[config.mk]
export PLATFORM = sky130hd
export DESIGN_NAME = ambient_comp_ctrl_regs
export DESIGN_NICKNAME = d
export VERILOG_FILES = /design/src/design/amb_comp_pkg.sv /design/src/design/pin_sync.sv /design/src/design/seq_countdown.sv /design/src/design/ambient_comp_ctrl_regs.sv
export SDC_FILE = /design/constraint.sdc
export NUM_CORES = 1
export LEC_CHECK = 0
export BUFFER_PORTS_ARGS = -buffer_cell sky130_fd_sc_hd__buf_2
export CORE_MARGIN = 2
export CORE_UTILIZATION = 26
export CTS_CLUSTER_SIZE = 24
export DETAILED_ROUTE_END_ITERATION = 10
export HOLD_SLACK_MARGIN = 0.06
export PLACE_DENSITY_LB_ADDON = 0.25
export RECOVER_POWER = 25
export SYNTH_ARGS = -nofsm -noshare
export SYNTH_HDL_FRONTEND = slang
export SYNTH_HIERARCHICAL = 1
export SYNTH_SLANG_ARGS = --single-unit
[constraint.sdc]
create_clock -name clock -period 10.1 [get_ports clock]
set_input_delay 0.505 -clock clock [delete_from_list [all_inputs] [get_ports clock]]
set_output_delay 0.505 -clock clock [all_outputs]
set_load 0.01 [all_outputs]
[src/design/amb_comp_pkg.sv]
// constants shared by the ambient compensation register bank
package amb_comp_pkg;
  // ----------------------------------------
  // register offsets (16-bit words)
  // ----------------------------------------
  localparam logic [9:0] OFS_SYS_CTRL = 10'h000;
  localparam logic [9:0] OFS_CTRL_A = 10'h002;
  localparam logic [9:0] OFS_CTRL_B = 10'h003;
  localparam logic [9:0] OFS_RECAL_TIMES = 10'h004;
  localparam logic [9:0] OFS_LOW_IRQ_PIN = 10'h005;
  // ----------------------------------------
  // field positions
  // ----------------------------------------
  localparam int SYS_SOFT_RESET_POS = 10;
  localparam int SYS_IRQ_POL_POS = 11;
  localparam int A_SKIP_LSB = 0;
  localparam int A_FP_HOLD_LSB = 4;
  localparam int A_LP_HOLD_LSB = 8;
  localparam int A_TIMEOUT_LSB = 12;
  localparam int A_FORCE_CAL_POS = 14;
  localparam int A_RESTART_POS = 15;
  localparam int B_LEVEL_LSB = 0;
  localparam int B_RATE_LSB = 8;
  localparam int B_SLOW_LSB = 14;
  localparam int T_FP_LSB = 0;
  localparam int T_LP_LSB = 10;
  localparam int P_SETUP_LSB = 12;
  localparam int P_TRIG_LSB = 14;
  // ----------------------------------------
  // values after reset
  // ----------------------------------------
  localparam logic [3:0] RST_SKIP = 4'h0;
  localparam logic [3:0] RST_FP_HOLD = 4'hf;
  localparam logic [3:0] RST_LP_HOLD = 4'hf;
  localparam logic [1:0] RST_TIMEOUT = 2'h0;
  localparam logic [7:0] RST_LEVEL = 8'h40;
  localparam logic [5:0] RST_RATE = 6'h01;
  localparam logic [1:0] RST_SLOW = 2'h0;
  localparam logic [9:0] RST_FP_RECAL = 10'h3ff;
  localparam logic [5:0] RST_LP_RECAL = 6'h3f;
  // ----------------------------------------
  // counts and encodings
  // ----------------------------------------
  localparam logic [3:0] SKIP_MAX_CODE = 4'hb;
  localparam logic [3:0] SKIP_MAX_SEQS = 4'h8;
  localparam int FP_HOLD_SHIFT = 4;
  localparam int LP_HOLD_SHIFT = 2;
  localparam logic [1:0] PIN_OFF = 2'h0;
  localparam logic [1:0] PIN_INPUT = 2'h1;
  localparam logic [1:0] PIN_OUT_LOW = 2'h2;
  localparam logic [1:0] PIN_OUT_HIGH = 2'h3;
  localparam logic [1:0] TRIG_LOW_LEVEL = 2'h0;
  localparam logic [1:0] TRIG_RISE = 2'h1;
  localparam logic [1:0] TRIG_FALL = 2'h2;
  localparam logic [1:0] TRIG_HIGH_LEVEL = 2'h3;
  typedef enum logic [2:0] {
    SER_IDLE = 3'b000,
    SER_ADDR = 3'b001,
    SER_ACK_WAIT = 3'b010,
    SER_ACK = 3'b011,
    SER_RX = 3'b100,
    SER_TX = 3'b101,
    SER_TX_DONE = 3'b110,
    SER_MACK = 3'b111
  } ser_state_t;
endpackage

[src/design/pin_sync.sv]
// three-stage pin synchroniser with agreement filter
`timescale 1ns/1ps
module pin_sync #(
  parameter int WIDTH = 1
) (
  // clock and reset
  input wire logic clock,
  input wire logic rst_n,
  // raw pins and filtered levels
  input wire logic [WIDTH-1:0] pin_raw,
  output logic [WIDTH-1:0] pin_clean
);
  logic [WIDTH-1:0] s1_q, s2_q, s3_q, clean_q;
  logic [WIDTH-1:0] clean_d;

  // a level is taken only once stage two and three agree, so one-cycle glitches die here
  always_comb
  begin
    clean_d = clean_q;
    for (int i = 0; i < WIDTH; i++)
    begin
      if (s2_q[i] == s3_q[i])
        clean_d[i] = s3_q[i];
    end
  end

  // idle bus level is high, so reset to ones avoids a false start condition
  always_ff @(posedge clock)
  begin
    if (!rst_n)
    begin
      s1_q <= '1;
      s2_q <= '1;
      s3_q <= '1;
      clean_q <= '1;
    end
    else
    begin
      s1_q <= pin_raw;
      s2_q <= s1_q;
      s3_q <= s2_q;
      clean_q <= clean_d;
    end
  end

  assign pin_clean = clean_q;
endmodule

[src/design/seq_countdown.sv]
// sequence-counting down timer with load, clear and expiry pulse
`timescale 1ns/1ps
module seq_countdown #(
  parameter int WIDTH = 10
) (
  // clock and reset
  input wire logic clock,
  input wire logic rst_n,
  // control
  input wire logic clear,
  input wire logic load,
  input wire logic [WIDTH-1:0] load_value,
  input wire logic tick,
  // status
  output logic busy,
  output logic expire
);
  logic [WIDTH-1:0] count_q, count_d;
  logic busy_q, busy_d, expire_q, expire_d;

  initial
  begin
    if (WIDTH < 2) $error("seq_countdown needs WIDTH >= 2");
  end

  // load beats tick so a fresh event restarts the full period, but clear beats load and holds the count at zero
  always_comb
  begin
    count_d = count_q;
    expire_d = 1'b0;
    if (clear)
      count_d = '0;
    else if (load)
      count_d = load_value;
    else if (tick && count_q != '0)
    begin
      count_d = count_q - 1'b1;
      expire_d = (count_q == {{(WIDTH-1){1'b0}}, 1'b1});
    end
    busy_d = (count_d != '0);
  end

  always_ff @(posedge clock)
  begin
    if (!rst_n)
    begin
      count_q <= '0;
      busy_q <= 1'b0;
      expire_q <= 1'b0;
    end
    else
    begin
      count_q <= count_d;
      busy_q <= busy_d;
      expire_q <= expire_d;
    end
  end

  assign busy = busy_q;
  assign expire = expire_q;
endmodule

[src/design/ambient_comp_ctrl_regs.sv]
// ambient compensation control registers behind a two-wire serial slave
`timescale 1ns/1ps
module ambient_comp_ctrl_regs
  import amb_comp_pkg::*;
#(
  parameter logic [6:0] SLAVE_ADDR = 7'h2a, // arbitrary default device address
  parameter int STAGES = 8
) (
  // clock and reset
  input wire logic clock,
  input wire logic rst_n,
  // two-wire serial port
  input wire logic scl_in,
  input wire logic sda_in,
  output logic sda_out,
  output logic sda_oe,
  // sequencer and calibration side
  input wire logic sequence_done,
  input wire logic low_power_mode,
  input wire logic near_detect,
  output logic fast_filter_admit,
  output logic cal_hold,
  output logic power_fallback,
  output logic force_recal_all,
  output logic sequence_restart,
  output logic [11:0] near_recal_level_eff,
  output logic [9:0] near_detect_rate_eff,
  output logic [1:0] slow_filter_update_level,
  output logic [9:0] full_power_recal_time,
  output logic [5:0] low_power_recal_time,
  // interrupt
  input wire logic [STAGES-1:0] stage_low_exceeded,
  input wire logic other_irq,
  output logic irq_pin,
  // general-purpose pin
  input wire logic gpio_in,
  input wire logic gpio_assert,
  output logic gpio_out,
  output logic gpio_oe,
  output logic gpio_event
);
  import amb_comp_pkg::*;

  initial
  begin
    if (STAGES != 8) $error("ambient_comp_ctrl_regs supports exactly 8 stages");
  end

  // ----------------------------------------
  // pin synchronisers
  // ----------------------------------------
  logic scl_f, sda_f, gpio_f;

  pin_sync #(.WIDTH(3)) u_sync (
    .clock(clock),
    .rst_n(rst_n),
    .pin_raw({scl_in, sda_in, gpio_in}),
    .pin_clean({scl_f, sda_f, gpio_f})
  );

  // ----------------------------------------
  // serial slave
  // ----------------------------------------
  ser_state_t st_q, st_d;
  logic scl_p_q, sda_p_q, gpio_p_q;
  logic [2:0] bit_q, bit_d;
  logic [7:0] sh_q, sh_d, hold_q, hold_d, tx_q, tx_d;
  logic [1:0] idx_q, idx_d;
  logic rw_q, rw_d, oe_q, oe_d;
  logic [9:0] ptr_q, ptr_d;
  logic we_d, we_q;
  logic [15:0] wd_d, wd_q;
  logic [9:0] wa_d, wa_q;
  logic rise, fall, start_c, stop_c;
  logic [7:0] byte_in;

  assign rise = scl_f & ~scl_p_q;
  assign fall = ~scl_f & scl_p_q;
  assign start_c = scl_f & scl_p_q & sda_p_q & ~sda_f;
  assign stop_c = scl_f & scl_p_q & ~sda_p_q & sda_f;
  assign byte_in = {sh_q[6:0], sda_f};

  // register contents as seen by a read
  function automatic logic [15:0] read_word(input logic [9:0] a, input logic [15:0] s,
                                             input logic [15:0] ca, input logic [15:0] cb,
                                             input logic [15:0] ct, input logic [15:0] cp);
    case (a)
      OFS_SYS_CTRL: read_word = s;
      OFS_CTRL_A: read_word = ca;
      OFS_CTRL_B: read_word = cb;
      OFS_RECAL_TIMES: read_word = ct;
      OFS_LOW_IRQ_PIN: read_word = cp;
      default: read_word = 16'h0000;
    endcase
  endfunction

  logic [15:0] rd_word;

  // protocol engine: start/stop override any state, data moves on clock edges
  always_comb
  begin
    st_d = st_q;
    bit_d = bit_q;
    sh_d = sh_q;
    hold_d = hold_q;
    tx_d = tx_q;
    idx_d = idx_q;
    rw_d = rw_q;
    oe_d = oe_q;
    ptr_d = ptr_q;
    we_d = 1'b0;
    wd_d = wd_q;
    wa_d = wa_q;
    if (start_c)
    begin
      st_d = SER_ADDR;
      bit_d = 3'h0;
      idx_d = 2'h0;
      oe_d = 1'b0;
    end
    else if (stop_c)
    begin
      st_d = SER_IDLE;
      oe_d = 1'b0;
    end
    else
    begin
      case (st_q)
        SER_IDLE: st_d = SER_IDLE;
        SER_ADDR:
          if (rise)
          begin
            sh_d = byte_in;
            bit_d = bit_q + 3'h1;
            if (bit_q == 3'h7)
            begin
              rw_d = sda_f;
              st_d = (sh_q[6:0] == SLAVE_ADDR) ? SER_ACK_WAIT : SER_IDLE;
            end
          end
        SER_ACK_WAIT:
          if (fall)
          begin
            oe_d = 1'b1; // pull low for acknowledge
            st_d = SER_ACK;
          end
        SER_ACK:
          if (fall)
          begin
            bit_d = 3'h0;
            if (rw_q)
            begin
              tx_d = idx_q[0] ? rd_word[7:0] : rd_word[15:8];
              oe_d = ~tx_d[7];
              st_d = SER_TX;
            end
            else
            begin
              oe_d = 1'b0;
              st_d = SER_RX;
            end
          end
        SER_RX:
          if (rise)
          begin
            sh_d = byte_in;
            bit_d = bit_q + 3'h1;
            if (bit_q == 3'h7)
            begin
              st_d = SER_ACK_WAIT;
              case (idx_q)
                2'h0: ptr_d = {byte_in[1:0], ptr_q[7:0]};
                2'h1: ptr_d = {ptr_q[9:8], byte_in};
                2'h2: hold_d = byte_in;
                default:
                begin
                  we_d = 1'b1;
                  wa_d = ptr_q;
                  wd_d = {hold_q, byte_in}; // high byte first
                  ptr_d = ptr_q + 10'h001;
                end
              endcase
              idx_d = (idx_q == 2'h3) ? 2'h2 : idx_q + 2'h1;
            end
          end
        SER_TX:
          if (rise)
          begin
            bit_d = bit_q + 3'h1;
            if (bit_q == 3'h7)
              st_d = SER_TX_DONE;
          end
          else if (fall)
            oe_d = ~tx_q[3'h7 - bit_q];
        SER_TX_DONE:
          if (fall)
          begin
            oe_d = 1'b0;
            st_d = SER_MACK;
          end
        SER_MACK:
          if (rise)
          begin
            if (idx_q[0])
              ptr_d = ptr_q + 10'h001;
            idx_d = {1'b0, ~idx_q[0]};
            // master acknowledge keeps reading, release ends the read
            st_d = sda_f ? SER_IDLE : SER_ACK;
          end
        default: st_d = SER_IDLE;
      endcase
    end
  end

  always_ff @(posedge clock)
  begin
    if (!rst_n)
    begin
      st_q <= SER_IDLE;
      scl_p_q <= 1'b1;
      sda_p_q <= 1'b1;
      bit_q <= 3'h0;
      sh_q <= 8'h00;
      hold_q <= 8'h00;
      tx_q <= 8'h00;
      idx_q <= 2'h0;
      rw_q <= 1'b0;
      oe_q <= 1'b0;
      ptr_q <= 10'h000;
      we_q <= 1'b0;
      wd_q <= 16'h0000;
      wa_q <= 10'h000;
    end
    else
    begin
      st_q <= st_d;
      scl_p_q <= scl_f;
      sda_p_q <= sda_f;
      bit_q <= bit_d;
      sh_q <= sh_d;
      hold_q <= hold_d;
      tx_q <= tx_d;
      idx_q <= idx_d;
      rw_q <= rw_d;
      oe_q <= oe_d;
      ptr_q <= ptr_d;
      we_q <= we_d;
      wd_q <= wd_d;
      wa_q <= wa_d;
    end
  end

  assign sda_out = 1'b0; // open drain: only ever pulls low
  assign sda_oe = oe_q;

  // ----------------------------------------
  // configuration registers
  // ----------------------------------------
  logic pol_q, pol_d, srst_q, srst_d, rst_q, rst_d, fcal_q, fcal_d;
  logic [3:0] skip_q, skip_d, fph_q, fph_d, lph_q, lph_d;
  logic [1:0] tmo_q, tmo_d, slow_q, slow_d, setup_q, setup_d, trig_q, trig_d;
  logic [7:0] lvl_q, lvl_d, lowen_q, lowen_d;
  logic [5:0] rate_q, rate_d, lprc_q, lprc_d;
  logic [9:0] fprc_q, fprc_d;

  assign rd_word = read_word(ptr_q,
    16'(pol_q) << SYS_IRQ_POL_POS,
    {1'b0, fcal_q, tmo_q, lph_q, fph_q, skip_q},   // restart bit reads zero
    {slow_q, rate_q, lvl_q},
    {lprc_q, fprc_q},
    {trig_q, setup_q, 4'h0, lowen_q});

  // decode a pending write; soft reset wins over everything
  always_comb
  begin
    pol_d = pol_q;
    skip_d = skip_q;
    fph_d = fph_q;
    lph_d = lph_q;
    tmo_d = tmo_q;
    fcal_d = fcal_q;
    lvl_d = lvl_q;
    rate_d = rate_q;
    slow_d = slow_q;
    fprc_d = fprc_q;
    lprc_d = lprc_q;
    lowen_d = lowen_q;
    setup_d = setup_q;
    trig_d = trig_q;
    srst_d = 1'b0;
    rst_d = 1'b0;
    if (srst_q)
    begin
      pol_d = 1'b0;
      skip_d = RST_SKIP;
      fph_d = RST_FP_HOLD;
      lph_d = RST_LP_HOLD;
      tmo_d = RST_TIMEOUT;
      fcal_d = 1'b0;
      lvl_d = RST_LEVEL;
      rate_d = RST_RATE;
      slow_d = RST_SLOW;
      fprc_d = RST_FP_RECAL;
      lprc_d = RST_LP_RECAL;
      lowen_d = 8'h00;
      setup_d = PIN_OFF;
      trig_d = TRIG_LOW_LEVEL;
    end
    else if (we_q)
    begin
      case (wa_q)
        OFS_SYS_CTRL:
        begin
          pol_d = wd_q[SYS_IRQ_POL_POS];
          srst_d = wd_q[SYS_SOFT_RESET_POS];
        end
        OFS_CTRL_A:
        begin
          skip_d = wd_q[A_SKIP_LSB +: 4];
          fph_d = wd_q[A_FP_HOLD_LSB +: 4];
          lph_d = wd_q[A_LP_HOLD_LSB +: 4];
          tmo_d = wd_q[A_TIMEOUT_LSB +: 2];
          fcal_d = wd_q[A_FORCE_CAL_POS];
          rst_d = wd_q[A_RESTART_POS];
        end
        OFS_CTRL_B:
        begin
          lvl_d = wd_q[B_LEVEL_LSB +: 8];
          rate_d = wd_q[B_RATE_LSB +: 6];
          slow_d = wd_q[B_SLOW_LSB +: 2];
        end
        OFS_RECAL_TIMES:
        begin
          fprc_d = wd_q[T_FP_LSB +: 10];
          lprc_d = wd_q[T_LP_LSB +: 6];
        end
        OFS_LOW_IRQ_PIN:
        begin
          lowen_d = wd_q[7:0]; // bits 11:8 dropped
          setup_d = wd_q[P_SETUP_LSB +: 2];
          trig_d = wd_q[P_TRIG_LSB +: 2];
        end
        default: pol_d = pol_q; // unmapped writes are ignored
      endcase
    end
  end

  always_ff @(posedge clock)
  begin
    if (!rst_n)
    begin
      pol_q <= 1'b0;
      srst_q <= 1'b0;
      rst_q <= 1'b0;
      skip_q <= RST_SKIP;
      fph_q <= RST_FP_HOLD;
      lph_q <= RST_LP_HOLD;
      tmo_q <= RST_TIMEOUT;
      fcal_q <= 1'b0;
      lvl_q <= RST_LEVEL;
      rate_q <= RST_RATE;
      slow_q <= RST_SLOW;
      fprc_q <= RST_FP_RECAL;
      lprc_q <= RST_LP_RECAL;
      lowen_q <= 8'h00;
      setup_q <= PIN_OFF;
      trig_q <= TRIG_LOW_LEVEL;
    end
    else
    begin
      pol_q <= pol_d;
      srst_q <= srst_d;
      rst_q <= rst_d;
      skip_q <= skip_d;
      fph_q <= fph_d;
      lph_q <= lph_d;
      tmo_q <= tmo_d;
      fcal_q <= fcal_d;
      lvl_q <= lvl_d;
      rate_q <= rate_d;
      slow_q <= slow_d;
      fprc_q <= fprc_d;
      lprc_q <= lprc_d;
      lowen_q <= lowen_d;
      setup_q <= setup_d;
      trig_q <= trig_d;
    end
  end

  assign force_recal_all = fcal_q;
  assign sequence_restart = rst_q;
  assign near_recal_level_eff = {lvl_q, 4'h0};
  assign near_detect_rate_eff = {rate_q, 4'h0};
  assign slow_filter_update_level = slow_q;
  assign full_power_recal_time = fprc_q;
  assign low_power_recal_time = lprc_q;

  // ----------------------------------------
  // fast filter admission
  // ----------------------------------------
  logic [3:0] gap_q, gap_d, skip_n;
  logic adm_q, adm_d;

  // codes of SKIP_MAX_CODE - 3 (8) and above are clamped to SKIP_MAX_SEQS rather than trusted
  assign skip_n = (skip_q >= SKIP_MAX_CODE - 4'h3) ? SKIP_MAX_SEQS : skip_q;

  always_comb
  begin
    gap_d = gap_q;
    adm_d = 1'b0;
    if (srst_q || rst_q)
      gap_d = 4'h0;
    else if (sequence_done)
    begin
      if (gap_q == 4'h0)
      begin
        adm_d = 1'b1;
        gap_d = skip_n;
      end
      else
        gap_d = gap_q - 4'h1;
    end
  end

  always_ff @(posedge clock)
  begin
    if (!rst_n)
    begin
      gap_q <= 4'h0;
      adm_q <= 1'b0;
    end
    else
    begin
      gap_q <= gap_d;
      adm_q <= adm_d;
    end
  end

  assign fast_filter_admit = adm_q;

  // ----------------------------------------
  // calibration hold and power fallback
  // ----------------------------------------
  logic [9:0] hold_len, fall_len;

  assign hold_len = low_power_mode ? (10'(lph_q) << LP_HOLD_SHIFT)
                                   : (10'(fph_q) << FP_HOLD_SHIFT);
  // 16 x count x (5 + code) / 4 gives the 1.25 to 2.00 scales exactly
  assign fall_len = 10'(fph_q) * (10'h005 + 10'(tmo_q)) << 2;

  seq_countdown #(.WIDTH(10)) u_hold (
    .clock(clock),
    .rst_n(rst_n),
    .clear(srst_q),
    .load(near_detect),
    .load_value(hold_len),
    .tick(sequence_done),
    .busy(cal_hold),
    .expire()
  );

  seq_countdown #(.WIDTH(10)) u_fallback (
    .clock(clock),
    .rst_n(rst_n),
    .clear(srst_q | low_power_mode),
    .load(near_detect),
    .load_value(fall_len),
    .tick(sequence_done),
    .busy(),
    .expire(power_fallback)
  );

  // ----------------------------------------
  // interrupt and general-purpose pin
  // ----------------------------------------
  logic irq_q, irq_d, gout_q, gout_d, goe_q, goe_d, gev_q, gev_d;

  always_comb
  begin
    // level combination: sources stay asserted while their condition holds
    irq_d = |(stage_low_exceeded & lowen_q) | other_irq;
    irq_d = pol_q ? irq_d : ~irq_d;
    goe_d = (setup_q == PIN_OUT_LOW) || (setup_q == PIN_OUT_HIGH);
    gout_d = (setup_q == PIN_OUT_HIGH) ? gpio_assert : ~gpio_assert;
    gev_d = 1'b0;
    if (setup_q == PIN_INPUT)
    begin
      case (trig_q)
        TRIG_LOW_LEVEL: gev_d = ~gpio_f;
        TRIG_RISE: gev_d = gpio_f & ~gpio_p_q;
        TRIG_FALL: gev_d = ~gpio_f & gpio_p_q;
        default: gev_d = gpio_f;
      endcase
    end
  end

  always_ff @(posedge clock)
  begin
    if (!rst_n)
    begin
      irq_q <= 1'b1; // idle high under default active-low polarity
      gout_q <= 1'b0;
      goe_q <= 1'b0;
      gev_q <= 1'b0;
      gpio_p_q <= 1'b1;
    end
    else
    begin
      irq_q <= irq_d;
      gout_q <= gout_d;
      goe_q <= goe_d;
      gev_q <= gev_d;
      gpio_p_q <= gpio_f;
    end
  end

  assign irq_pin = irq_q;
  assign gpio_out = gout_q;
  assign gpio_oe = goe_q;
  assign gpio_event = gev_q;
endmodule

# Yosys cells after proc, flatten, opt, wreduce, memory -nomap -nowiden
# Index checks and enable logic that the tools add are counted.
dict set report classes {
  n_lt_le_gt_ge 2
  addsub 8
  bitwise 35
  mul 1
  n_mux 54
  eq_ne 56
  reduce_logical 50
}
# op count
set ops {}
lappend ops {{10-bit two-way mux} 9}
lappend ops {{16-bit case mux with 5 select lines} 1}
lappend ops {{10-bit by 2-bit == test with 1-bit output (second input constant)} 4}
lappend ops {{10-bit by 3-bit == test with 1-bit output (second input constant)} 4}
lappend ops {{4-bit != test (second input constant)} 10}
lappend ops {{3-bit two-way mux} 12}
lappend ops {{2-bit != test (second input constant)} 16}
lappend ops {{10-bit case mux with 3 select lines} 1}
lappend ops {{10-bit nonzero test} 3}
lappend ops {{3-bit case mux with 8 select lines} 1}
lappend ops {{1-bit inverter} 23}
lappend ops {{10-bit logical NOT} 2}
lappend ops {{10-bit case mux with 2 select lines} 1}
lappend ops {{10-bit AND reduction} 2}
lappend ops {{10-bit by 1-bit subtractor with 10-bit output (second input constant)} 2}
lappend ops {{6-bit AND reduction} 3}
lappend ops {{9-bit AND reduction} 2}
lappend ops {{8-bit two-way mux} 2}
lappend ops {{3-bit == test (second input constant)} 5}
lappend ops {{5-bit AND reduction} 3}
lappend ops {{3-bit OR reduction} 5}
lappend ops {{1-bit two-way mux} 14}
lappend ops {{2-bit two-way mux} 6}
lappend ops {{2-bit AND reduction} 6}
lappend ops {{38 further kinds} 69}
dict set report totals {
  reg_bits 178
}

# Longest topological paths before layout
dict set report depth {
  ltp_word 7
  depth_mapped 14
  ltp_nobuf 14
}

# Cells and area by module
# Netlist, hierarchy kept.
# mod n_inst area_per_inst_um2 cells_per_inst
set by_module_without_submodules {}
lappend by_module_without_submodules {ambient_comp_ctrl_regs 1 7029.2 841}
lappend by_module_without_submodules {seq_countdown 2 870.8 106}
lappend by_module_without_submodules {pin_sync 1 362.8 31}

# Least setup slack after synthesis
# Ideal clock, no wire load.
dict set report synth_timing {
  kind {register -> register}
  startpoint {reg tmo_q[0]}
  endpoint {reg u_fallback/busy (netlist name)}
  slack_ns 6.552
  setup_time_ns 0.139
  t_arrival_ns 3.409
  path_stages_with_launch 16
  path_buffers 0
  synth_period_minus_slack_ns 3.548
  path_cell_list {dfxtp_1 > ha_1 > mux2_2 > ha_1 > inv_1 > fa_1 > inv_1 > ha_1 > a21o_1 > a21oi_1 > o21bai_1 > a21oi_1 > xnor2_1 > o21a_1 > a2111oi_2 > a41oi_1}
}
# item line
set synth_rtl {}
lappend synth_rtl {{start: declaration} ambient_comp_ctrl_regs.sv:261} ;# logic [1:0] tmo_q, tmo_d, slow_q, slow_d, setup_q, setup_d, trig_q, trig_d;
lappend synth_rtl {{start signal: assignment} ambient_comp_ctrl_regs.sv:377} ;# tmo_q <= tmo_d;

# Worst setup path after layout
dict set report layout_timing {
  startpoint {in rst_n}
  endpoint {reg lprc_q[3], in the netlist low_power_recal_time[3]}
}
dict set report layout_between {
  elab_chain_cells 2
}
# item line
set layout_lines {}
lappend layout_lines {{start: declaration} ambient_comp_ctrl_regs.sv:11} ;# input wire logic rst_n,
lappend layout_lines {{1-bit inverter (no source line)} --}
lappend layout_lines {{2-bit OR reduction (no source line)} --}
lappend layout_lines {{end signal: assignment} ambient_comp_ctrl_regs.sv:383} ;# lprc_q <= lprc_d;
lappend layout_lines {{end: declaration} ambient_comp_ctrl_regs.sv:263} ;# logic [5:0] rate_q, rate_d, lprc_q, lprc_d;
# No other way between the ends.
# A chain may end at the register's enable or synchronous reset.

==> impl_metrics.py <==
metrics = {
    "outcome": {
        "violations": "capacitance limit, slew limit",
        "status": "complete, but fails checks",
    },
    "run": {
        "drv_cap": 1,
    },
    "power": {
        "clockPowerShare_pct": 45.2,
        "power_density_mw_per_mm2": 146,
        "pwr-share-seq_pct": 48.9,
        "switching_power_mw": 0.401,
        "swShare_pct": 27.2,
        "fin_total_pwr_mw": 1.48,
        "p_leak_nw": 3.75,
        "comb_power_share_pct": 5.9,
        "p_int_mw": 1.08,
        "ir_worst_vdd_v": 0.000109,
    },
    "min_path": {
        "worstHoldPathType": "primary input to flop",
    },
    "final_layout": {
        "nets": 1141,
        "regArea_sq_mm": 0.00356,
        "drive_gt1_share_pct": 8.38,
        "area_delta_synth_final_pct": 12.7,
        "n_fill_cell": 3688,
        "multi_input_area_sq_mm": 0.00498,
    },
    "cts": {
        "post_cts_buffers": 0,
        "root_buffer": "clkbuf_16",
        "post_cts_resized": 0,
        "path_clk_slew_ns": 0.07,
        "cts_buffers": 17,
        "clk_latency_ns": 0.45,
        "cts.htree.levels": 4,
        "cts_sinks": 178,
        "cts_max_path_buffers": 2,
        "tritoncts": "yes",
        "cts_hold_buffers": 0,
    },
    "sta": {
        "fin_crit_sh_pct": 38.1,
        "hold_viol_final": 0,
        "rsz0062_at_grt": "no",
        "tightest_slew_ns": 2.59,
        "hold-worst-slack_ns": 0.246,
        "fin_crit_ns": 3.85,
        "relSlewSlack_pct": -72.5,
        "fmax_mhz": 260,
        "tns_ns": 0,
        "setup_slack_ns": 6.25,
        "slew_violations": 46,
        "final.setup_skew_ns": 0.0112,
        "final-setup-viol-count": 0,
    },
    "logic_synthesis": {
        "syn-cell-area_sq_mm": 0.00900,
        "yosys_warnings": 6,
        "synth_cells": 1069,
        "syn_avg_cell_area_sq_um": 8.42,
    },
    "die": {
        "core_area_sq_mm": 0.0343,
        "die_w_um": 190,
        "die_h_um": 190,
        "rows": 68,
        "die-area_sq_mm": 0.0361,
        "design.portCount": 69,
        "initial_core_util_pct": 26.2,
    },
    "route": {
        "wl_um": 27500,
        "drtIter0Drc": 596,
        "route.detailed.drc": 0,
        "wl_per_cell_um": 17.6,
        "antenna_left": 0,
        "vias_per_cell": 5.02,
        "drt-pass1-iter-count": 5,
        "via_count": 7866,
    },
    "global_routing": {
        "globalRouteOverflowTotal": 0,
        "grt_use_total_pct": 15.3,
        "grt_max_degree": 52,
        "antenna_found_initial": 1,
        "grt_pass1_vias": 7290,
        "grt_first_pass_wirelength_um": 42900,
    },
    "placement": {
        "gp_congestion": 0.805,
        "io_buffer_count": 59,
        "dpl.hpwl_um": 19000,
        "post-place-ws_ns": 6.64,
    },
    "worst_setup_path": {
        "cp_max_fo": 45,
        "cp-start-kind": "primary input",
        "criticalPathCategory": "primary input to flop",
        "worst_setup_path_end_kind": "flop",
        "max_stage_delay_ns": 1.82,
        "cpMaxStageDelayCell": "clkbuf_1",
        "cp.arrival_ns": 4.11,
        "cp_cell_sequence": "buf_2 -> clkbuf_1 -> clkinv_1 -> nor2_2 -> nand3_1",
        "worstPathRequired_ns": 10.36,
    },
}
[worst max-delay path, delay by kind of cell]
family	cells	cell delay, ns
buffers and inverters	3	2.30
and+or+nand+nor	2	1.26
[sequential cells by signal, indices dropped and copies added, names as in the netlist, 6 cells and up]
register / cells
full_power_recal_time: 10
ptr_q: 10
rate_q: 6
wd_q: 16
lowen_q: 8
u_hold/count_q: 10
sh_q: 7
tx_q: 8
low_power_recal_time: 6
u_fallback/count_q: 10
lvl_q: 8
hold_q: 8
wa_q: 10
[area by class of cell]
class	instances	share of cell area [%]
clock buffer	17	4.19
tap	455	5.61
multi-input combinational	800	49.1
timing repair buffer	68	3.08
inverter	32	1.18
clock inverter	15	1.62
sequential	178	35.1
antenna	1	0.0247
[cells in the final DEF (no fill, tap or decap), types with 5 or more instances in the layout]
cell type  count
clkbuf_1      38
and3_1         5
and2_1        19
clkbuf_16     17
nand2b_1      20
a221oi_1      16
o21ai_0       72
a31oi_1        8
mux2i_1       38
a211o_1       11
o31ai_1        6
xnor2_1        8
ha_1          24
a211oi_1       6
conb_1        19
o211ai_1       7
nor4_1         6
inv_1         30
a21oi_1       87
a21o_1         7
dfxtp_1      178
or4b_1         5
a22oi_1       22
buf_2         22
nand3_1       57
o21ai_1        8
inv_6          6
nand2_1      121
buf_4          8
nor2_1        71
or4_1          9
nor3_1        30
mux2_2         5
nor2b_1       18
[power groups by stage]
| stage | clock network (mW) | logic [mW] | registers (mW) |
|---|---|---|---|
| floorplan | 0 | 0.0709 | 0.733 |
| global placement | 0 | 0.0875 | 0.738 |
| detailed placement | 0 | 0.0876 | 0.738 |
| CTS | 0.685 | 0.0877 | 0.721 |
| global route | 0.712 | 0.0981 | 0.723 |
| finish | 0.668 | 0.0875 | 0.722 |
[routing by layer]
layer | share of wire (%) | track usage (%) | wire, um
met1 | 45 | 20.4 | 12500
met2 | 48 | 25.3 | 13300
met3 | 4.2 | 2.53 | 1150
met4 | 2.0 | 4.74 | 551
met5 | 0 | 0 | 0
[metrics by stage]
stage                     cell area [sq um]  utilization (%)  std cells
after global routing                  10100             29.6       1565
final                                 10100             29.6       1566
after global placement                 9610             28.0       1533
after floorplan                        9070                -       1087
after detailed placement               9610             28.0       1533
after CTS                             10200             29.8       1565
[worst paths after layout]
kind              slack, ns                                    to  depth (start not counted)                       from
setup / recovery       6.25  low_power_recal_time[3]$_SDFFE_PP1P_                          5                      rst_n
hold / removal         0.25             u_sync/s1_q[1]$_SDFF_PN1_                          2                     sda_in
setup reg to reg       6.63      u_fallback/count_q[9]$_SDFF_PN0_                         14      tmo_q[0]$_SDFFE_PP0P_
hold reg to reg        0.41             u_sync/s2_q[1]$_SDFF_PN1_                          1  u_sync/s1_q[1]$_SDFF_PN1_
Power figures use the tool's default switching activity.
